## config.mk

```make
export PLATFORM = sky130hd
export DESIGN_NAME = ddp_dual_pointer
export DESIGN_NICKNAME = d
export VERILOG_FILES = /design/src/hdl/ddp_serial_rom.v /design/src/hdl/ddp_dual_pointer.v
export VERILOG_INCLUDE_DIRS = /design/src /design/src/hdl
export SDC_FILE = /design/constraint.sdc
export NUM_CORES = 1
export LEC_CHECK = 0
export BUFFER_PORTS_ARGS = -buffer_cell sky130_fd_sc_hd__buf_4
export CAP_MARGIN = 20
export CELL_PAD_IN_SITES_DETAIL_PLACEMENT = 1
export CELL_PAD_IN_SITES_GLOBAL_PLACEMENT = 2
export CORE_UTILIZATION = 31
export DETAILED_ROUTE_END_ITERATION = 6
export PLACE_DENSITY_LB_ADDON = 0.1
export SETUP_SLACK_MARGIN = 0.5
export SLEW_MARGIN = 20
export SYNTH_ARGS = -nofsm -noshare
export SYNTH_HDL_FRONTEND = slang
export SYNTH_SLANG_ARGS = --single-unit
export TNS_END_PERCENT = 50
```

## constraint.sdc

```tcl
create_clock -name core_clk -period 7.3 [get_ports core_clk]
set_input_delay 1.095 -clock core_clk [delete_from_list [all_inputs] [get_ports core_clk]]
set_output_delay 1.095 -clock core_clk [all_outputs]
set_load 0.02 [all_outputs]
```

## src/hdl/ddp_regs.vh

```
`ifndef DDP_REGS_VH
`define DDP_REGS_VH
// word indices, not byte addresses on the bus: printed offsets other than C0H are not multiples of four
`define DDP_IDX_PTR_LOW     8'h82
`define DDP_IDX_PTR_HIGH    8'h83
`define DDP_IDX_AUX_CTRL    8'hA2
`define DDP_IDX_PTR_OPS     8'hC0
`define DDP_IDX_ACTIVE_PTR  8'hC1
`define DDP_IDX_SERIAL_CMD  8'hC2
`define DDP_IDX_SERIAL_DATA 8'hC3
`define DDP_ADDR_W          10
`define DDP_PTR_RESET       16'h0000
`define DDP_AUX_RESET       8'h00
`define DDP_AUX_SEL_BIT     0
`define DDP_AUX_ZERO_BIT    1
`define DDP_AUX_FLAG_BIT    3
`define DDP_OP_INC_AUX_BIT  0
`define DDP_OP_INC_PTR_BIT  1
`define DDP_SERIAL_W        96
`define DDP_SERIAL_BYTES    12
`define DDP_SERIAL_IDX_W    4
// arbitrary value; each part is given its own at build time
`define DDP_SERIAL_DEFAULT  96'h0123_4567_89AB_CDEF_0011_2233
`endif

```

## src/hdl/ddp_serial_rom.v

```verilog
`timescale 1ns/100ps
`include "ddp_regs.vh"
module ddp_serial_rom
#(
  parameter [`DDP_SERIAL_W-1:0] SERIAL_VALUE = `DDP_SERIAL_DEFAULT
)
(
  input  wire                         core_clk,
  input  wire                         rst_n,
  input  wire                         readReq,
  input  wire [`DDP_SERIAL_IDX_W-1:0] byteIndex,
  output reg  [7:0]                   byteData
);
  wire [7:0] romBytes [0:`DDP_SERIAL_BYTES-1];
  genvar g;
  generate
    for (g = 0; g < `DDP_SERIAL_BYTES; g = g + 1)
    begin : gByte
      assign romBytes[g] = SERIAL_VALUE[g*8 +: 8];
    end
  endgenerate

  // only reachable through the programming command path
  always @(posedge core_clk)
  begin
    if (!rst_n)
      byteData <= 8'h00;
    else if (readReq)
    begin
      if (byteIndex < `DDP_SERIAL_BYTES)
        byteData <= romBytes[byteIndex];
      else
        byteData <= 8'h00;
    end
  end
endmodule // ddp_serial_rom

```

## src/hdl/ddp_dual_pointer.v

```verilog
// Notes on behaviour
// - two independent 16-bit pointers, each a low byte and a high byte
// - auxiliary bit 0 selects active pointer; 0 is pointer zero, the default
// - deselected pointer keeps its value until reselected and written
// - auxiliary bit 1 always reads zero; writes ignored
// - incrementing auxiliary register toggles only the select bit
// - auxiliary bit 3 is a free software flag, no hardware effect
// - low byte at 82H, read/write, resets to zero
// - high byte at 83H, read/write, resets to zero
// - byte registers reach the selected pointer; it drives memory address
// - 96-bit serial number readable only via programming command path
`timescale 1ns/100ps
`include "ddp_regs.vh"
module ddp_dual_pointer
(
  input  wire                    core_clk,
  input  wire                    rst_n,
  input  wire                    wb_cyc_i,
  input  wire                    wb_stb_i,
  input  wire                    wb_we_i,
  input  wire [`DDP_ADDR_W-1:0]  wb_adr_i,
  input  wire [3:0]              wb_sel_i,
  input  wire [31:0]             wb_dat_i,
  output reg  [31:0]             wb_dat_o,
  output reg                     wb_ack_o,
  output reg                     wb_err_o,
  input  wire                    ptrLoad,
  input  wire [15:0]             ptrLoadValue,
  input  wire                    ptrIncrement,
  input  wire                    auxIncrement,
  output wire [15:0]             memAddress,
  output wire                    pointerSelect,
  output wire                    userFlag
);
  reg  [15:0] pointerZero;
  reg  [15:0] pointerOne;
  reg         selBit;
  reg         flagBit;
  reg  [`DDP_SERIAL_IDX_W-1:0] serialIndex;
  wire [7:0]  serialByte;
  reg         serialReq;
  reg  [7:0]  next_readByte;
  reg         addrHit;
  wire        busReq;
  wire        wrStrobe;
  wire [15:0] activePtr;
  wire [7:0]  auxValue;

  wire        hitLow;
  wire        hitHigh;
  wire        hitAux;
  wire        hitOps;
  wire        hitScmd;

  wire        wrLow;
  wire        wrHigh;
  wire        wrAux;
  wire        wrOps;
  wire        wrScmd;

  wire        opIncAux;
  wire        opIncPtr;
  wire        toggleSel;
  reg         next_selBit;
  reg         next_flagBit;
  reg         next_ack;
  reg         next_err;
  reg  [31:0] next_readOut;
  reg  [`DDP_SERIAL_IDX_W-1:0] next_serialIndex;

  localparam [7:0] IDX_LOW  = `DDP_IDX_PTR_LOW;
  localparam [7:0] IDX_HIGH = `DDP_IDX_PTR_HIGH;
  localparam [7:0] IDX_AUX  = `DDP_IDX_AUX_CTRL;
  localparam [7:0] IDX_OPS  = `DDP_IDX_PTR_OPS;
  localparam [7:0] IDX_ACT  = `DDP_IDX_ACTIVE_PTR;
  localparam [7:0] IDX_SCMD = `DDP_IDX_SERIAL_CMD;
  localparam [7:0] IDX_SDAT = `DDP_IDX_SERIAL_DATA;

  function isReg;
    input [`DDP_ADDR_W-1:0] adr;
    input [7:0]             idx;
    begin
      isReg = (adr == {idx, 2'b00});
    end
  endfunction

  ddp_serial_rom uSerial
  (
    .core_clk  (core_clk),
    .rst_n     (rst_n),
    .readReq   (serialReq),
    .byteIndex (serialIndex),
    .byteData  (serialByte)
  );

  // ack/err gate stops a held request being taken twice
  assign busReq     = wb_cyc_i && wb_stb_i && !wb_ack_o && !wb_err_o;
  // only lane 0 carries register data
  assign wrStrobe   = busReq && wb_we_i && wb_sel_i[0] && addrHit;
  assign activePtr  = selBit ? pointerOne : pointerZero;
  assign memAddress = activePtr;
  assign pointerSelect = selBit;
  assign userFlag   = flagBit;
  // bit 1 tied low, upper status bits live elsewhere
  assign auxValue   = {4'h0, flagBit, 1'b0, 1'b0, selBit};

  // write decode shared by every storage process below
  assign hitLow     = isReg(wb_adr_i, IDX_LOW);
  assign hitHigh    = isReg(wb_adr_i, IDX_HIGH);
  assign hitAux     = isReg(wb_adr_i, IDX_AUX);
  assign hitOps     = isReg(wb_adr_i, IDX_OPS);
  assign hitScmd    = isReg(wb_adr_i, IDX_SCMD);

  assign wrLow      = wrStrobe && hitLow;
  assign wrHigh     = wrStrobe && hitHigh;
  assign wrAux      = wrStrobe && hitAux;
  assign wrOps      = wrStrobe && hitOps;
  assign wrScmd     = wrStrobe && hitScmd;

  assign opIncAux   = wrOps && wb_dat_i[`DDP_OP_INC_AUX_BIT];
  assign opIncPtr   = wrOps && wb_dat_i[`DDP_OP_INC_PTR_BIT];
  // core pulse and bus op fold into one toggle request
  assign toggleSel  = auxIncrement || opIncAux;

  always @*
  begin
    addrHit = 1'b0;
    next_readByte = 8'h00;
    if (isReg(wb_adr_i, IDX_LOW))
    begin
      addrHit = 1'b1;
      next_readByte = activePtr[7:0];
    end
    else if (isReg(wb_adr_i, IDX_HIGH))
    begin
      addrHit = 1'b1;
      next_readByte = activePtr[15:8];
    end
    else if (isReg(wb_adr_i, IDX_AUX))
    begin
      addrHit = 1'b1;
      next_readByte = auxValue;
    end
    else if (isReg(wb_adr_i, IDX_OPS))
    begin
      // strobe-only register, reads as zero
      addrHit = 1'b1;
    end
    else if (isReg(wb_adr_i, IDX_ACT))
    begin
      addrHit = 1'b1;
      next_readByte = {7'h00, selBit};
    end
    else if (isReg(wb_adr_i, IDX_SCMD))
    begin
      addrHit = 1'b1;
      next_readByte = {4'h0, serialIndex};
    end
    else if (isReg(wb_adr_i, IDX_SDAT))
    begin
      addrHit = 1'b1;
      next_readByte = serialByte;
    end
  end

  // single-cycle answer; ack drops the cycle after it was given
  always @*
  begin
    next_ack     = busReq && addrHit;
    next_err     = busReq && !addrHit;
    next_readOut = 32'h0000_0000;
    if (busReq && addrHit && !wb_we_i)
    begin
      next_readOut = {24'h00_0000, next_readByte};
    end
  end

  always @(posedge core_clk)
  begin
    if (!rst_n)
    begin
      wb_ack_o <= 1'b0;
      wb_err_o <= 1'b0;
      wb_dat_o <= 32'h0000_0000;
    end
    else
    begin
      wb_ack_o <= next_ack;
      wb_err_o <= next_err;
      wb_dat_o <= next_readOut;
    end
  end

  // programming path: writing the index fetches one serial byte
  always @*
  begin
    next_serialIndex = serialIndex;
    if (wrScmd)
    begin
      next_serialIndex = wb_dat_i[`DDP_SERIAL_IDX_W-1:0];
    end
  end

  always @(posedge core_clk)
  begin
    if (!rst_n)
    begin
      serialIndex <= {`DDP_SERIAL_IDX_W{1'b0}};
      serialReq   <= 1'b0;
    end
    else
    begin
      serialReq   <= wrScmd;
      serialIndex <= next_serialIndex;
    end
  end

  // bus write beats core increment in the same cycle
  always @*
  begin
    next_selBit  = selBit;
    next_flagBit = flagBit;
    if (wrAux)
    begin
      next_selBit  = wb_dat_i[`DDP_AUX_SEL_BIT];
      next_flagBit = wb_dat_i[`DDP_AUX_FLAG_BIT];
    end
    else if (toggleSel)
    begin
      // carry into bit 1 discarded
      next_selBit = ~selBit;
    end
  end

  always @(posedge core_clk)
  begin
    if (!rst_n)
    begin
      selBit  <= 1'b0;
      flagBit <= 1'b0;
    end
    else
    begin
      selBit  <= next_selBit;
      flagBit <= next_flagBit;
    end
  end

  genvar p;
  generate
    for (p = 0; p < 2; p = p + 1)
    begin : gPtr
      reg  [15:0] ptrReg;
      reg  [15:0] next_ptrReg;
      wire        isActive;
      // only the selected pointer moves; the other holds
      assign isActive = (p == 1) ? selBit : !selBit;

      always @*
      begin
        next_ptrReg = ptrReg;
        if (isActive)
        begin
          if (wrLow)
          begin
            next_ptrReg[7:0] = wb_dat_i[7:0];
          end
          else if (wrHigh)
          begin
            next_ptrReg[15:8] = wb_dat_i[7:0];
          end
          else if (ptrLoad)
          begin
            next_ptrReg = ptrLoadValue;
          end
          else if (ptrIncrement || opIncPtr)
          begin
            // low byte carries into high byte
            next_ptrReg = ptrReg + 16'h0001;
          end
        end
      end

      always @(posedge core_clk)
      begin
        if (!rst_n)
          ptrReg <= `DDP_PTR_RESET;
        else
          ptrReg <= next_ptrReg;
      end
    end
  endgenerate

  // flat names for the shared read mux
  always @*
  begin
    pointerZero = gPtr[0].ptrReg;
    pointerOne  = gPtr[1].ptrReg;
  end
endmodule // ddp_dual_pointer

```

# Word level (Yosys, flattened, before mapping)
# Memories as Yosys holds them, arrays and structs flattened.
# Index checks and enable logic that the tools add are counted.
# classes
n_reduce_logical	30
n_eq_ne	8
muxes	30
n_bitwise	3
order_cmp	2
n_addsub	2
# ops
cell	n
$mux 8	16
$mux 16	5
$eq 10x10->1 const B	7
$add 16x1->16 const B	2
$logic_and 1x1->1	16
$reduce_and 3->1	4
$mux 1	9
$reduce_bool 3->1	2
$ge 5x5->1 const B	1
$not 4->5	1
$logic_not 1->1	4
$lt 4x4->1 const B	1
$logic_or 1x1->1	2
$ne 2x2->1 const B	1
$not 1->1	2
$reduce_and 2->1	1
$reduce_bool 2->1	1
# totals
input_bits	70
n_memories	1
register_bits	81
mem_bits_ro	128
wordCells	89
# mem_list
memory	depth	width	rd	rd_clocked_by_memory_dff	write_ports	line	text
(name not given)	16	8	1	0	0	ddp_serial_rom.v:31	byteData <= romBytes[byteIndex];

# Logic depth before layout (Yosys ltp)
# Gate-level depths: netlist of run 1.
# depth
word_depth	16
ltp_mapped	8
depth_no_buf	6

# By module
# From an unflattened synthesis of run 1, not the netlist that was laid out.
# unflattened
cells_unflattened	480
hier_area_um2	3731.1
# modules_own_cells
module	area_per_inst_um2	instances	seq_area_each_um2	cells_each
ddp_dual_pointer	3472.1	1	980.9	453
ddp_serial_rom	259.0	1	100.1	27

# Least setup slack after synthesis of run 1
# No wires, ideal clock.
# synth_path
path_type	input port to flip-flop
start	in wb_adr_i[1]
end	reg gPtr[0].ptrReg[12]
setup_slack_ns	3.956
stages	8
arrival_ns	3.219
path_buffers	3
path_cell_list	or4b_1 -> buf_2 -> or4_1 -> buf_2 -> a2111o_1 -> buf_6 -> a21oi_1 -> o32ai_2
# synth_between
elab_chain_len	14
# synth_rtl
element	line	text
start: declaration	ddp_dual_pointer.v:21	input wire [`DDP_ADDR_W-1:0] wb_adr_i,
$eq 10x10->1	ddp_dual_pointer.v:83	isReg = (adr == {idx, 2'b00});
$mux 1	ddp_dual_pointer.v:159	else if (isReg(wb_adr_i, IDX_SDAT))
$mux 1	ddp_dual_pointer.v:154	else if (isReg(wb_adr_i, IDX_SCMD))
$mux 1	ddp_dual_pointer.v:149	else if (isReg(wb_adr_i, IDX_ACT))
$mux 1	ddp_dual_pointer.v:144	else if (isReg(wb_adr_i, IDX_OPS))
$mux 1	ddp_dual_pointer.v:139	else if (isReg(wb_adr_i, IDX_AUX))
$mux 1	ddp_dual_pointer.v:134	else if (isReg(wb_adr_i, IDX_HIGH))
$mux 1	ddp_dual_pointer.v:129	if (isReg(wb_adr_i, IDX_LOW))
$logic_and 1x1->1	ddp_dual_pointer.v:99	assign wrStrobe = busReq && wb_we_i && wb_sel_i[0] && addrHit;
$logic_and 1x1->1	ddp_dual_pointer.v:117	assign wrOps = wrStrobe && hitOps;
$logic_and 1x1->1	ddp_dual_pointer.v:121	assign opIncPtr = wrOps && wb_dat_i[`DDP_OP_INC_PTR_BIT];
$logic_or 1x1->1	ddp_dual_pointer.v:276	else if (ptrIncrement || opIncPtr)
$reduce_bool 3->1 (no source line)	n/a	
$reduce_and 3->1 (no source line)	n/a	
end signal: assignment	ddp_dual_pointer.v:287	ptrReg <= `DDP_PTR_RESET;
end signal: assignment	ddp_dual_pointer.v:289	ptrReg <= next_ptrReg;
end: declaration	ddp_dual_pointer.v:253	reg [15:0] ptrReg;
# Parallel ways exist; a longest one is shown, timed or not.
# A chain may end at the register's enable or synchronous reset.

# Worst setup path in the final report of run 1
# layout_path
start	in wb_adr_i[1]
end	reg gPtr[1].ptrReg[3]
# layout_between
elab_chain_len	14
# layout_rtl
element	line
$eq 10x10->1	ddp_dual_pointer.v:83
$mux 1	ddp_dual_pointer.v:159
$mux 1	ddp_dual_pointer.v:154
$mux 1	ddp_dual_pointer.v:149
$mux 1	ddp_dual_pointer.v:144
$mux 1	ddp_dual_pointer.v:139
$mux 1	ddp_dual_pointer.v:134
$mux 1	ddp_dual_pointer.v:129
$logic_and 1x1->1	ddp_dual_pointer.v:99
$logic_and 1x1->1	ddp_dual_pointer.v:117
$logic_and 1x1->1	ddp_dual_pointer.v:121
$logic_or 1x1->1	ddp_dual_pointer.v:276
$reduce_bool 3->1 (no source line)	n/a
$reduce_and 3->1 (no source line)	n/a
end signal: assignment	ddp_dual_pointer.v:287
end signal: assignment	ddp_dual_pointer.v:289
end: declaration	ddp_dual_pointer.v:253
# Parallel ways exist; a longest one is shown, timed or not.

==> flow_summary_export.csv, run 1 <==
group,metric,value,unit
outcome,status,"finished clean",
sta,drv_slew,0,
placed_design,dp_hpwl,11.2,mm
clock_network,numCtsBuffers,5,
yosys,synthCells,503,
run,max_cap_violations,0,
sta,worst_pin_slew,1.10,ns
setup_path,critical_path_class,"primary input to flip-flop",
placed_design,place_ws,2.97,ns
clock_network,clock_path_buffers,2,
clock_network,cts_hold_buf,0,
floorplan,row_count,40,
sta,fin_worst_skew,0.00773,ns
min_path,min_path_type,"flip-flop to flip-flop",
placed_design,gp_congestion,0.832,
route,wl_per_cell,21.1,µm
yosys,synth-main-ff-cell,"dfxtp_1",
final_layout,seqCellArea,1080,µm²
route,drt_iter0_drc,287,
power,pwr_density_cell,159,nW/µm²
route,viasPerCell,5.76,
yosys,synthDistinctLibCells,67,
yosys,yosys.area.top_type,"dfxtp_1",
min_path,holdPathStages,2,
sta,finalHoldViolations,0,
setup_path,r2r_end,"gPtr[1].ptrReg[3]",
floorplan,initial_core_util,32.1,%
grt,grt_pass1_vias,4144,
yosys,ys_warn_count,0,
setup_path,critPathRequiredTime,7.50,ns
route,drtPass1Iterations,5,
sta,fin_crit_sh,57.1,%
yosys,synth_top_area_share,27.7,%
final_layout,drive_gt1_share,21.3,%
setup_path,crit_fanout,12,
sta,maxSlewHeadroom,26.1,%
floorplan,pin_count,122,
grt,antenna_found_initial,0,
power,peakVddDrop,0.0863,mV
sta,finalSetupTns,0,ns
floorplan,core,12200,µm²
yosys,asyncSetResetFlopFracSynth,0,%
final_layout,layout.cells.non_filler,722,
setup_path,rr_worst_depth,5,
yosys,ys_top_cells_by_area,"dfxtp_1 (28%), nand2_1 (6.5%), buf_4 (4.6%), a21oi_1 (4.2%), mux2_2 (4.0%)",
placed_design,dpl.cell_count,714,
setup_path,rrSetupSlack,3.97,ns
clock_network,post_cts_buffers,0,
yosys,ys_seq_area_share,27.7,%
setup_path,start_kind,"primary input",
final_layout,n_antenna_cell,0,
yosys,netlist_area,3900,µm²
min_path,hp-start,"uSerial.byteData[5]",
setup_path,cp.arrival,4.37,ns
clock_network,cts_tree,"done",
final_layout,multiInputGateArea,2550,µm²
sta,rsz0062_at_grt,"no",
sta,holdWs,0.494,ns
placed_design,port_buffers,70,
sta,fin_ws,3.13,ns
setup_path,worstSetupEndpointType,"flip-flop",
sta,timing.fmax,0.240,GHz
sta,min_period,4.17,ns
clock_network,clkSinkCount,54,
route,routed_wl,15.3,mm
final_layout,nNetsFinal,625,
sta,finalSetupViolations,0,
clock_network,cts_max_level,2,
floorplan,die_w,114,µm
clock_network,cts_resized,0,
grt,grt_max_degree,53,
grt,grt_pass1_wl,23.9,mm
final_layout,areaGrowthSynthToFinish,18.0,%
grt,grt_usage,24.2,%
final_layout,fillers,1506,
clock_network,clk_pin_slew,0.08,ns
min_path,hold_end,"uSerial.byteData[5]",
clock_network,clk_latency,0.31,ns
floorplan,die_h,114,µm
yosys,synth_edf_count,0,
route,via_count,4159,
yosys,synth.avg_cell_area,7.76,µm²
clock_network,cts_root_buffer,"clkbuf_16",
floorplan,die_area,13000,µm²
route,drcViolationCount,0,
yosys,ys_ff_latch,54,
route,ant_nets,0,
setup_path,r2r-start,"wb_err_o",
power,power.leakage,1.65,nW
grt,gr-total-overflow,0,
-- metrics by stage --
step	cell area [µm²]	power, W	util [%]
final	4600	0.000733	37.8
after floorplan	3990	0.000422	-
after global routing	4600	0.000765	37.8
after global placement	4450	0.000472	36.6
after CTS	4600	0.000740	37.8
after detailed placement	4450	0.000474	36.6
-- cell usage in the layout, fill, tap and decap left out, drive strengths merged, types with 5 or more instances in the layout --
cell type,n
o211ai,7
nand2,68
nand3,24
inv,15
mux2i,10
nand4,7
mux2,14
o32ai,12
or2,6
dfxtp,54
conb,24
o31a,6
nor2,29
a31oi,5
o31ai,9
a211oi,8
a22oi,5
clkbuf,5
o21ai,21
nor3b,5
and3,5
buf,75
nor3,14
nor4,11
a21oi,36
o311ai,5
-- Yosys cell counts (all sizes together) (8+ instances only) --
cell type	number
a211oi	8
a21oi	36
buf	32
clkbuf	23
dfxtp	54
inv	13
mux2	14
mux2i	10
nand2	68
nand3	24
nor2	29
nor3	14
nor4	11
o21ai	21
o31ai	9
o32ai	12
-- metal layers --
metal	routed length, µm	part of all wire [%]	GRT usage, %
met5	0	0	0
met4	227	1.5	6.15
met3	934	6.1	5.13
met2	6990	46	39.6
met1	7110	47	32.3
-- worst max-delay path: stages --
cell and delay [ns]:
buf_4 0.11, or4b_1 0.68, or4_1 0.70, o21ai_1 0.89, nand2_1 0.41, o41ai_1 0.48
-- final cells by class --
class                      count  area share, %
clock buffer                   5           2.72
multi-input combinational    404           55.4
sequential                    54           23.5
timing repair buffer          75           12.2
tap                          168           4.57
inverter                      13           1.06
clock inverter                 3          0.571
-- where the power goes --
part	total, W	switching, W	internal (W)
Sequential	0.000316	0.0000126	0.000304
Clock	0.000264	0.000133	0.000131
Combinational	0.000152	0.0000964	0.0000559
Total	0.000733	0.000242	0.000491
-- worst max path at each step --
stage                           start                  to  slack, ns
after floorplan           wb_adr_i[1]  gPtr[0].ptrReg[12]       3.96
after global placement    wb_adr_i[1]   gPtr[1].ptrReg[7]       2.97
after detailed placement  wb_adr_i[1]   gPtr[1].ptrReg[3]       2.97
after CTS                 wb_adr_i[1]   gPtr[1].ptrReg[3]       3.21
after global routing      wb_adr_i[1]   gPtr[1].ptrReg[3]       3.07
final                     wb_adr_i[1]   gPtr[1].ptrReg[3]       3.13
-- cells by family (layout without fill, tap and decap cells) --
family	Yosys count	in the layout	synth area share, %
AO/OA/AOI/OAI	154	154	29.1
flip-flops	54	54	27.7
AND/OR/NAND/NOR	199	199	26.3
multiplexers	24	24	6.60
other	1	24	0.0961
adder cells (fa/ha/maj)	2	2	0.641
buffers and inverters	68	96	9.36
XOR/XNOR	1	1	0.224
-- registers in the layout, indices dropped and copies added, names as in the netlist --
name              cells
gPtr.ptrReg          32
serialIndex           4
uSerial.byteData      5
pointerSelect         1
wb_err_o              1
userFlag              1
serialReq             1
wb_dat_o              8
wb_ack_o              1
No activity file was read; power rests on OpenSTA's default activity.
==> inputs of run 2 (changes only) <==
--- a/config.mk
+++ b/config.mk
@@ -10,7 +10,7 @@
 export CAP_MARGIN = 20
 export CELL_PAD_IN_SITES_DETAIL_PLACEMENT = 1
 export CELL_PAD_IN_SITES_GLOBAL_PLACEMENT = 2
-export CORE_UTILIZATION = 31
+export CORE_UTILIZATION = 29
 export DETAILED_ROUTE_END_ITERATION = 6
 export PLACE_DENSITY_LB_ADDON = 0.1
 export SETUP_SLACK_MARGIN = 0.5
==> constraint.sdc (replaced) <==
create_clock -name core_clk -period 4.2 [get_ports core_clk]
set_input_delay 0.63 -clock core_clk [delete_from_list [all_inputs] [get_ports core_clk]]
set_output_delay 0.63 -clock core_clk [all_outputs]
set_load 0.02 [all_outputs]
==> flow_summary_export.csv, run 2 (synthesis gave the netlist of run 1 again) <==
group,metric,value,unit
outcome,status,"finished clean",
setup_path,crit_fanout,7,
setup_path,cp.arrival,3.43,ns
final_layout,design_area,4670,µm²
power,p_sw,0.000426,W
route,drt_iter0_drc,235,
floorplan,die_w,118,µm
placed_design,dp_hpwl,11.6,mm
final_layout,top_register,"gPtr.ptrReg",
sta,holdWs,0.483,ns
sta,finalSetupTns,0,ns
setup_path,crit_start,"wb_adr_i[1]",
power,power.leakage,1.68,nW
grt,gr-total-overflow,0,
setup_path,r2r-start,"wb_err_o",
route,viasPerCell,5.70,
power,pwr_density_cell,275,nW/µm²
sta,maxSlewHeadroom,34.5,%
power,finalPower,0.00128,W
floorplan,core,13200,µm²
sta,drv_slew,0,
route,drtPass1Iterations,5,
power,seq_power_share,43.3,%
final_layout,final_common_cell,"buf_4",
setup_path,r2r_end,"gPtr[1].ptrReg[3]",
setup_path,path_depth,6,
placed_design,place_ws,0.631,ns
final_layout,largest_reg_flops,32,
grt,antenna_found_initial,0,
clock_network,cts_hold_buf,0,
floorplan,die_h,118,µm
clock_network,clock_path_buffers,2,
sta,fin_worst_skew,0.0102,ns
route,drcViolationCount,0,
clock_network,cts_resized,0,
setup_path,critPathSlowestCell,"or4_1",
sta,rsz0062_at_grt,"no",
floorplan,initial_core_util,29.6,%
setup_path,rr_worst_depth,5,
clock_network,clk_pin_slew,0.08,ns
sta,min_period,3.23,ns
route,routed_wl,15.6,mm
route,via_count,4201,
floorplan,pin_count,122,
sta,finalHoldViolations,0,
setup_path,critical_path_class,"primary input to flip-flop",
final_layout,final_cell_mix,"buf_4 (82), nand2_1 (68), dfxtp_1 (54), a21oi_1 (33), nor2_1 (29)",
clock_network,clkSinkCount,54,
placed_design,place_area,4510,µm²
sta,timing.fmax,0.310,GHz
grt,grt_pass1_vias,4267,
power,clockPowerShare,36.3,%
setup_path,critPathRequiredTime,4.40,ns
run,max_cap_violations,0,
min_path,min_path_type,"flip-flop to flip-flop",
setup_path,crit_chain,"buf_4 -> or4b_1 -> or4_1 -> o21ai_1 -> nand2_1 -> o41ai_1",
route,wl_per_cell,21.2,µm
grt,grt_max_degree,53,
setup_path,crit_buf_inv,1,
sta,worst_pin_slew,0.976,ns
clock_network,cts_max_level,2,
clock_network,clk_latency,0.31,ns
power,combPwrFrac,20.4,%
route,ant_nets,0,
placed_design,gp_congestion,0.828,
final_layout,largest_registers,"gPtr.ptrReg x32, wb_dat_o x8, uSerial.byteData x5",
grt,grt_pass1_wl,24.7,mm
final_layout,areaGrowthSynthToFinish,19.6,%
final_layout,fillers,1629,
setup_path,cpLargestDelayFamily,"simple AND/OR/NAND/NOR gates",
sta,fin_ws,0.970,ns
final_layout,drive_gt1_share,22.3,%
sta,finalSetupViolations,0,
setup_path,worstSetupEndpointType,"flip-flop",
clock_network,cts_root_buffer,"clkbuf_16",
clock_network,post_cts_buffers,0,
setup_path,crit_path_max_incr_delay,0.73,ns
clock_network,cts_tree,"done",
final_layout,n_antenna_cell,0,
clock_network,numCtsBuffers,5,
grt,grt_usage,23.0,%
power,p_int,0.000856,W
setup_path,rrSetupSlack,1.36,ns
setup_path,start_kind,"primary input",
final_layout,nNetsFinal,632,
power,peakVddDrop,0.156,mV
setup_path,worstSetupEndpoint,"gPtr[1].ptrReg[3]",
sta,fin_crit_sh,76.9,%
power,swShare,33.2,%
placed_design,port_buffers,70,
floorplan,row_count,42,
floorplan,die_area,13900,µm²
==> run 2: cell types whose count changed in the layout (fill, tap and decap cells not counted), sizes merged <==
cell and delta:
clkinv -1, buf +7, inv +1
==> run 2: tightest hold or removal path, cell delays in order (launching register included) <==
cell and delay (ns):
dfxtp_1 0.32, nand2_1 0.06, a21oi_1 0.05
==> run 2: final cells by class <==
class / instances / area [µm²] / share of cell area (%)
Clock inverter: 3 / 26.3 / 0.563
Clock buffer: 5 / 125 / 2.68
Timing Repair Buffer: 82 / 616 / 13.2
Multi-Input combinational cell: 404 / 2550 / 54.6
Inverter: 13 / 48.8 / 1.05
Sequential cell: 54 / 1080 / 23.2
Tap cell: 176 / 220 / 4.72
==> run 2: worst min-delay path by stage <==
stage	from	endpoint	slack, ns	cells after the start
floorplan	uSerial.byteData[3]	uSerial.byteData[3]	0.45	2
global placement	userFlag	userFlag	0.47	2
detailed placement	uSerial.byteData[3]	uSerial.byteData[3]	0.48	2
CTS	uSerial.byteData[3]	uSerial.byteData[3]	0.49	2
global route	userFlag	userFlag	0.51	2
finish	uSerial.byteData[3]	uSerial.byteData[3]	0.48	2
==> run 2: through the flow <==
step | utilization, % | cells
CTS | 35.4 | 737
global route | 35.4 | 737
global placement | 34.2 | 729
finish | 35.4 | 737
floorplan | - | 526
detailed placement | 34.2 | 729
==> run 2: power by group through the flow <==
stage	combinational (W)	clock, W	sequential (W)
floorplan	0.000179	0	0.000555
global placement	0.000260	0	0.000566
detailed placement	0.000262	0	0.000566
CTS	0.000263	0.000479	0.000554
global route	0.000283	0.000496	0.000558
finish	0.000262	0.000465	0.000554
==> run 2: per-layer routing <==
layer	up-vias	global-route usage (%)	wire, µm
met3	18	3.88	753
met5	-	0	0
met1	2067	31.5	7290
li1	1993	-	-
met4	0	7.53	331
met2	123	36.4	7220
